`config.mk`:
```
export PLATFORM = sky130hd
export DESIGN_NAME = dcfg_regs
export DESIGN_NICKNAME = d
export VERILOG_FILES = /design/src/logic/dcfg_regs.v
export VERILOG_INCLUDE_DIRS = /design/src /design/src/logic
export SDC_FILE = /design/constraint.sdc
export NUM_CORES = 1
export LEC_CHECK = 0
export BUFFER_PORTS_ARGS = -buffer_cell sky130_fd_sc_hd__buf_2
export CELL_PAD_IN_SITES_DETAIL_PLACEMENT = 1
export CELL_PAD_IN_SITES_GLOBAL_PLACEMENT = 2
export CORE_MARGIN = 3
export CORE_UTILIZATION = 28
export DETAILED_ROUTE_END_ITERATION = 6
export PLACE_DENSITY_LB_ADDON = 0.12
export SYNTH_ARGS = -nofsm -noshare
export SYNTH_HDL_FRONTEND = slang
export SYNTH_SLANG_ARGS = --single-unit
```
`constraint.sdc`:
```
create_clock -name core_clk_i -period 4.9 [get_ports core_clk_i]
set_clock_uncertainty 0.05 [all_clocks]
set_input_delay 0.735 -clock core_clk_i [delete_from_list [all_inputs] [get_ports core_clk_i]]
set_output_delay 0.735 -clock core_clk_i [all_outputs]
set_load 0.005 [all_outputs]
```
`src/logic/dcfg_defs.vh`:
```
// Behaviour
// Writing general config bit 6 low enables back-channel check generation; high, the reset value, disables it.
// General config bit 5 picks the weak pull on undriven inputs: 1 pull-down (reset), 0 pull-up.
// With bit 4 set (reset), pulses on valid, hsync or vsync shorter than two pixel clocks are rejected.
// With bit 3 set, a serial-bus transaction whose address decode matches is forwarded to the remote end.
// With bit 2 set, serial-bus writes are acknowledged automatically whatever the lock state.
// Pixel data is gated by valid always with a protected peer, otherwise only when bit 1 is set.
// The watchdog ends a control-channel transaction that outlives the programmed timeout.
// The seven-bit timeout field counts in 2 ms steps and resets to 0x7F.
// Software should never program the timeout field to zero.
// Watchdog control bit 0 high disables the watchdog; it resets low so the watchdog runs.
// Serial-bus control 1 bit 7 set passes every transaction to the remote side.
// The three-bit hold field sets internal SDA hold after SCL in 50 ns steps, reset 0x1.
// The four-bit filter field sets the widest rejected SCL/SDA glitch in 5 ns steps, reset 0xE.
// Software writes reserved bits with their reset values and relies on them for nothing.
`ifndef DCFG_DEFS_VH
`define DCFG_DEFS_VH
`define DCFG_ADDR_GEN       8'h03
`define DCFG_ADDR_WDOG      8'h04
`define DCFG_ADDR_SBUS      8'h05
`define DCFG_RST_GEN        8'hF0
`define DCFG_RST_WDOG       8'hFE
`define DCFG_RST_SBUS       8'h1E
`define DCFG_BIT_CHK        6
`define DCFG_BIT_PULL       5
`define DCFG_BIT_FILT       4
`define DCFG_BIT_PASS       3
`define DCFG_BIT_AACK       2
`define DCFG_BIT_GATE       1
`define DCFG_BIT_WOFF       0
`define DCFG_BIT_PALL       7
`define DCFG_FLD_TMO        7:1
`define DCFG_FLD_HOLD       6:4
`define DCFG_FLD_FILT       3:0
`define DCFG_CLK_KHZ        250000
`define DCFG_STEP_MS        2
`define DCFG_HOLD_STEP_NS   50
`define DCFG_FILT_STEP_NS   5
`endif

```
`src/logic/dcfg_regs.v`:
```
`timescale 1ns/1ns
`include "dcfg_defs.vh"
module dcfg_regs #(
   parameter STEP_CYCLES = `DCFG_CLK_KHZ * `DCFG_STEP_MS
) (
   input  wire       core_clk_i,
   input  wire       rst_n_i,
   // Local register access
   input  wire       reg_wr_i,
   input  wire [7:0] reg_addr_i,
   input  wire [7:0] reg_wdata_i,
   output reg  [7:0] reg_rdata_o,
   // Outside levels, synchronised below
   input  wire       peer_protected_i,
   input  wire       valid_in_i,
   input  wire       hsync_in_i,
   input  wire       vsync_in_i,
   input  wire       txn_active_i,
   input  wire       addr_match_i,
   // Filtered sync lanes, static controls and the watchdog abort pulse
   output wire       valid_out_o,
   output wire       hsync_out_o,
   output wire       vsync_out_o,
   output wire       pixel_gate_o,
   output wire       backchannel_check_gen_en_o,
   output wire       undriven_input_pull_select_o,
   output wire       forward_txn_o,
   output wire       auto_ack_o,
   output reg        txn_abort_o,
   output wire [2:0] sda_hold_steps_o,
   output wire [3:0] glitch_filter_steps_o
);
   // ****************************************
   // Register file
   // ****************************************
   reg  [7:0]  gen_cfg;
   reg  [7:0]  wdog_cfg;
   reg  [7:0]  sbus_cfg;
   reg  [5:0]  pin_s1;
   reg  [5:0]  pin_s2;

   // Bit positions inside the synchroniser word
   localparam  PIN_VALID = 0;
   localparam  PIN_HSYNC = 1;
   localparam  PIN_VSYNC = 2;
   localparam  PIN_PROT  = 3;
   localparam  PIN_MATCH = 4;
   localparam  PIN_TXN   = 5;
   localparam  SYNC_CH   = 3;   // Valid, hsync and vsync lanes

   // Writes at documented offsets, all bits stored
   always @(posedge core_clk_i) begin
      if (!rst_n_i) begin
         gen_cfg  <= `DCFG_RST_GEN;
         wdog_cfg <= `DCFG_RST_WDOG;
         sbus_cfg <= `DCFG_RST_SBUS;
      end else if (reg_wr_i) begin
         if (reg_addr_i == `DCFG_ADDR_GEN)  gen_cfg  <= reg_wdata_i;
         if (reg_addr_i == `DCFG_ADDR_WDOG) wdog_cfg <= reg_wdata_i;
         if (reg_addr_i == `DCFG_ADDR_SBUS) sbus_cfg <= reg_wdata_i;
      end
   end

   // Read data registered; unmapped reads zero
   always @(posedge core_clk_i) begin
      if (!rst_n_i) begin
         reg_rdata_o <= 8'h00;
      end else begin
         case (reg_addr_i)
            `DCFG_ADDR_GEN:  reg_rdata_o <= gen_cfg;
            `DCFG_ADDR_WDOG: reg_rdata_o <= wdog_cfg;
            `DCFG_ADDR_SBUS: reg_rdata_o <= sbus_cfg;
            default:         reg_rdata_o <= 8'h00;
         endcase
      end
   end

   // ****************************************
   // Static controls
   // ****************************************
   // Named views of the stored configuration bits
   wire        chk_gen_off   = gen_cfg[`DCFG_BIT_CHK];
   wire        pull_down_sel = gen_cfg[`DCFG_BIT_PULL];
   wire        filt_on       = gen_cfg[`DCFG_BIT_FILT];
   wire        pass_match    = gen_cfg[`DCFG_BIT_PASS];
   wire        auto_ack_on   = gen_cfg[`DCFG_BIT_AACK];
   wire        gate_on       = gen_cfg[`DCFG_BIT_GATE];
   wire        wdog_off      = wdog_cfg[`DCFG_BIT_WOFF];
   wire [6:0]  wdog_limit    = wdog_cfg[`DCFG_FLD_TMO];
   wire        pass_all      = sbus_cfg[`DCFG_BIT_PALL];
   wire [2:0]  hold_field    = sbus_cfg[`DCFG_FLD_HOLD];
   wire [3:0]  filt_field    = sbus_cfg[`DCFG_FLD_FILT];

   // Synchronised outside levels
   wire        peer_prot_s   = pin_s2[PIN_PROT];
   wire        addr_match_s  = pin_s2[PIN_MATCH];
   wire        txn_active_s  = pin_s2[PIN_TXN];

   // Inverted sense: a stored one turns the check generator off
   assign backchannel_check_gen_en_o   = ~chk_gen_off;
   assign undriven_input_pull_select_o = pull_down_sel;
   assign auto_ack_o                   = auto_ack_on;

   // Pass-all overrides the decode-qualified forward
   assign forward_txn_o = pass_all |
                          (pass_match & addr_match_s);

   // A protected peer forces gating whatever the bit says
   assign pixel_gate_o  = peer_prot_s | gate_on;

   // Step counts only; the pad timing lives elsewhere
   assign sda_hold_steps_o      = hold_field;  // 50 ns per step
   assign glitch_filter_steps_o = filt_field;  // 5 ns per step

   // ****************************************
   // Input synchronisers
   // ****************************************
   // Two stages on every outside input
   always @(posedge core_clk_i) begin
      if (!rst_n_i) begin
         pin_s1 <= 6'h00;
         pin_s2 <= 6'h00;
      end else begin
         pin_s1 <= {txn_active_i, addr_match_i, peer_protected_i,
                    vsync_in_i, hsync_in_i, valid_in_i};
         pin_s2 <= pin_s1;
      end
   end

   // ****************************************
   // Two-clock sync filter
   // ****************************************
   wire [SYNC_CH-1:0] filt_out;
   genvar             ch;

   // One identical filter per sync lane
   generate
      for (ch = 0; ch < SYNC_CH; ch = ch + 1) begin : g_filt
         reg prev_lvl;
         reg out_lvl;

         // With the filter on, output follows only a level seen on two edges
         always @(posedge core_clk_i) begin
            if (!rst_n_i) begin
               prev_lvl <= 1'b0;
               out_lvl  <= 1'b0;
            end else begin
               prev_lvl <= pin_s2[ch];
               if (!filt_on) begin
                  out_lvl <= pin_s2[ch];
               end else if (pin_s2[ch] == prev_lvl) begin
                  out_lvl <= pin_s2[ch];
               end
            end
         end
         assign filt_out[ch] = out_lvl;
      end
   endgenerate

   // Lane order follows the synchroniser word
   assign valid_out_o = filt_out[PIN_VALID];
   assign hsync_out_o = filt_out[PIN_HSYNC];
   assign vsync_out_o = filt_out[PIN_VSYNC];

   // ****************************************
   // Control-channel watchdog
   // ****************************************
   reg  [31:0] step_cnt;
   reg  [6:0]  tick_cnt;
   reg  [31:0] next_step_cnt;
   reg  [6:0]  next_tick_cnt;
   reg         next_abort;

   // Runs only while a transaction is open and not disabled
   wire        wdog_run  = txn_active_s & ~wdog_off;
   wire        step_end  = (step_cnt == STEP_CYCLES - 1);
   // A zero limit behaves like one step
   wire        last_tick = (tick_cnt + 7'h01 >= wdog_limit);

   // Next-state of the step and tick counters
   always @* begin
      next_step_cnt = step_cnt + 32'h00000001;
      next_tick_cnt = tick_cnt;
      next_abort    = 1'b0;
      if (!wdog_run) begin
         // Idle or disabled: hold both counters cleared
         next_step_cnt = 32'h00000000;
         next_tick_cnt = 7'h00;
      end else if (step_end) begin
         next_step_cnt = 32'h00000000;
         if (last_tick) begin
            next_abort    = 1'b1;
            next_tick_cnt = 7'h00;
         end else begin
            next_tick_cnt = tick_cnt + 7'h01;
         end
      end
   end

   // Counter registers and the one-cycle abort pulse
   always @(posedge core_clk_i) begin
      if (!rst_n_i) begin
         step_cnt    <= 32'h00000000;
         tick_cnt    <= 7'h00;
         txn_abort_o <= 1'b0;
      end else begin
         step_cnt    <= next_step_cnt;
         tick_cnt    <= next_tick_cnt;
         txn_abort_o <= next_abort;
      end
   end
endmodule // dcfg_regs

```
## After elaboration in Yosys (flattened, before gate mapping)

Index checks and enable logic that the tools add are counted.

| storage, ports and cells | value |
|---|---|
| input port bits | 25 |
| output and inout bits | 24 |
| bits in registers | 90 |
| word-level logic and storage cells | 51 |

| cells by class | value |
|---|---|
| bitwise operators | 8 |
| mux-type cells | 9 |
| $lt $le $gt $ge | 1 |
| reductions and logical operators | 6 |
| equality and inequality tests | 10 |
| add/subtract/negate cells | 2 |

Operators by type and width:

| kind | number |
|---|---|
| $add A32 B1 Y32 const B | 1 |
| $eq A32 B19 Y1 const B | 1 |
| $pmux W8 S3 | 1 |
| $eq A8 B3 Y1 const B | 2 |
| $eq A8 B2 Y1 const B | 1 |
| $reduce_and A2 Y1 | 4 |
| $add A7 B1 Y7 const B | 1 |
| $ge A7 B7 Y1 | 1 |
| $mux W1 | 7 |
| $mux W7 | 1 |
| $ne A2 B1 Y1 const B | 3 |
| $not A1 Y1 | 4 |
| $eq A1 B1 Y1 | 3 |
| $reduce_and A3 Y1 | 1 |
| $reduce_or A3 Y1 | 1 |
| $and A1 B1 Y1 | 2 |
| $or A1 B1 Y1 | 2 |

## Depth between registers and ports, before layout

| depth | value |
|---|---|
| depth in word-level cells | 4 |
| gate-level depth with buffers | 10 |

## Least setup slack after synthesis

No wires, ideal clock.

| path | value |
|---|---|
| kind | flip-flop to flip-flop |
| start point | register tick_cnt[0] |
| end point | register tick_cnt[2] |
| buffers on the path | 0 |
| arrival | 2.208 ns |
| setup slack | 2.568 ns |
| stages on the path, launching flop included | 11 |
| required time | 4.775 ns |
| path through | dfxtp_1 -> ha_1 -> inv_1 -> nor3_1 -> xnor2_1 -> ha_1 -> o21a_1 -> a21oi_1 -> o21ai_0 -> or4_1 -> a31oi_1 |

| on the way | value |
|---|---|
| word-level cells in the longest chain between the ends | 3 |

Ends and longest elaborated chain:

| what | line | source |
|---|---|---|
| start, declared | dcfg_regs.v:169 | `reg [6:0] tick_cnt;` |
| start signal, assigned | dcfg_regs.v:208 | `tick_cnt <= next_tick_cnt;` |
| $add A7 B1 Y7 * | dcfg_regs.v:178, dcfg_regs.v:195 |  |
| $ge A7 B7 Y1 | dcfg_regs.v:178 | `wire last_tick = (tick_cnt + 7'h01 >= wdog_limit);` |
| $mux W7 * | dcfg_regs.v:191 | `if (last_tick) begin` |

Mark *: on every way between the ends. The rest lies on a longest branch, timed or not.
A chain may end at the register's enable or synchronous reset.

## Final worst setup path

| path | value |
|---|---|
| start point | register tick_cnt[0] |
| end point | register tick_cnt[6] |

The elaborated chain is that of the path after synthesis.

==> metrics.cfg <==
[synth]
synthTopCellsByArea=dfxtp_1, mux2i_1, nor2_1
yosysMostFrequentCell=dfxtp_1
yosysWarnings=0
syn_area_per_cell_sq_um=9.34
synth_edf_count=0
synth_cells=414
ys_async_sr_fraction=0
yosysUniqueCellTypes=45
seq_area_frac_synth=0.466
yosysTopAreaCellShare=0.466
syn_area_sq_um=3870
synth_top_flop_cell=dfxtp_1
yosys.area.top_type=dfxtp_1
synth_commonest_cells=dfxtp_1, nor2_1, nand2_1
synth_nets=448
synth-seq-cells=90

[finish]
multi_input_area_sq_um=1880
final_cells=633
final_core_utilization=0.338
nFillCells=1572
nets=486
design_area_sq_um=4530
seq_area_sq_um=1800
drive_above_1_share=0.166
antennaDiodeCount=0
syn2layout_area_growth_pct=17.1

[timing]
setup_viol=0
slew_violations=0
worst_pin_slew_ns=0.742
slew_headroom=0.501
timing.fmax_mhz=364
timing.final.ws_setup_ns=2.16
finalCriticalPeriod_ns=2.74
finalCritPeriodShare=0.560
hold_viol=0
rsz0062_at_grt=false
setup_tns_ns=0

[setup_path]
path_delay_family=compound AO/OA/AOI/OAI gates
rrSetupSlack_ns=2.16
arrival_ns=2.97
r2r_cells=9
cp_slowest_cell=nor3_1
end_kind=flip-flop
r2r_end=tick_cnt[6]
crit_type=flip-flop to flip-flop
worstPathCellList=ha_1, nand3_1, xnor2_1, ha_1, a211o_1, a21oi_1, o21ai_0, nor3_1, o2bb2ai_1
worst-path-buf-inv=0
cp-start-kind=flip-flop
r2r_start=tick_cnt[0]
path_max_fanout=5
max_stage_delay_ns=0.50
crit_top_cell=ha_1
cp.required_ns=5.12

[cts]
cts_setup_buffers=0
cts_buffers=9
postCtsHoldBufs=0
clockBufferDepth=2
cts_num_sinks=90
worstSkewPairLatency_ns=0.35
cts_htree_levels=3
clk_pin_slew_ns=0.06
cts_tree=built
ctsResizeCount=0
root_buffer=clkbuf_16

[global_route]
grt_pass1_wl_mm=15.6
antenna_found_initial=0
grt.overflow.total=0
grtUsageTotal=0.134
grt_max_degree=45
grt_pass1_vias=2988

[floorplan]
initial_core_util=0.289
rows=42
die_w_um=124
core_sq_um=13400
fp.dieH_um=124
io_pins=49
die_area_sq_um=15300

[placed_design]
placedInstanceArea_sq_um=4220
hpwl_mm=6.84
pre_cts_ws_ns=2.11
gp_congestion=0.726
port_buffers=48
place_inst=617

[min_path]
whs_path_depth=1
holdCritPathClass=flip-flop to flip-flop
min_from=pin_s1[4]
hold_path_end=pin_s2[4]

[drt]
viasPerCell=4.67
routed_wl_mm=9.35
drc=0
wl_per_cell_um=14.8
vias=2955
drt-initial-drc-count=112
drt_first_pass_iters=4
antenna_left=0

[pwr]
p_leak_nw=1.88
ir_drop_mv=0.133
power_density_nw_per_um2=329

[outcome]
outcome=finished clean

[job]
maxCapViolCount=0

[worst reg2reg max path: cells and delay by family (launching register included)]
family                   cells  cell delay [ns]
XOR/XNOR                     1             0.24
flip-flops                   1             0.41
AO/OA/AOI/OAI                4             0.84
AND/OR/NAND/NOR              2             0.61
adder cells (fa/ha/maj)      2             0.53
[layout make-up]
class | instances | share of cell area
Clock buffer | 12 | 0.0566
Tap cell | 176 | 0.0486
Sequential cell | 90 | 0.398
Timing Repair Buffer | 50 | 0.0564
Multi-Input combinational cell | 284 | 0.415
Inverter | 17 | 0.0141
Clock inverter | 4 | 0.0110
[per-stage QoR]
stage / total power, mW / hold WS, ns
6_report: 1.49 / 0.385
5_1_grt: 1.55 / 0.392
4_1_cts: 1.52 / 0.388
3_5_place_dp: 0.795 / 0.370
3_3_place_gp: 0.795 / 0.367
2_1_floorplan: 0.776 / 0.362
[sequential cells by signal (all words and copies together) (netlist names), 3 cells and up]
| name | cells |
|---|---|
| g_filt.prev_lvl | 3 |
| gen_cfg | 8 |
| pin_s1 | 6 |
| pin_s2 | 6 |
| reg_rdata_o | 8 |
| sbus_cfg | 8 |
| step_cnt | 32 |
| tick_cnt | 7 |
| wdog_cfg | 8 |
[worst max-delay path by stage]
stage                             start     endpoint  slack [ns]  cells past startpoint
after floorplan             tick_cnt[0]  tick_cnt[2]        2.57                     10
after global placement    reg_addr_i[2]  wdog_cfg[2]        2.20                      6
after detailed placement    tick_cnt[0]  tick_cnt[6]        2.11                      9
after CTS                   tick_cnt[0]  tick_cnt[6]        2.09                      9
after global routing        tick_cnt[0]  tick_cnt[6]        1.76                     10
final                       tick_cnt[0]  tick_cnt[6]        2.16                      9
[power by group]
| part | switching, mW | internal (mW) |
|---|---|---|
| combinational | 0.0209 | 0.0171 |
| sequential | 0.00227 | 0.737 |
| clock | 0.289 | 0.422 |
| total | 0.312 | 1.18 |
[layout by cell type, fill, tap and decap left out, types with 16 or more instances in the layout]
master	netlist	layout
inv_1	17	17
nand3_1	19	19
buf_2	6	48
nor2_1	45	45
dfxtp_1	90	90
xnor2_1	16	16
xor2_1	19	19
mux2i_1	17	17
nand2_1	38	38
and2_1	17	17
[cell families (layout without fill, tap and decap cells)]
kind of cell,after synthesis,after routing,synth area share
AOI/OAI and AO/OA,46,46,0.0896
xor gates and xnor gates,35,35,0.0793
adders and majority gates,9,9,0.0291
buffers and inverters,40,83,0.0476
DFF,90,90,0.466
muxes,17,17,0.0440
and+or+nand+nor,177,177,0.245
[metal layers]
layer  track usage  wire [um]  part of all wire  vias to the layer above
li1              -          -                 -                     1496
met2         0.216       4410              0.47                       42
met3        0.0274        311             0.033                       13
met1         0.171       4450              0.48                     1404
met4        0.0651        185             0.020                        0
met5             0          0                 0                        -
Power figures use the tool's default switching activity.
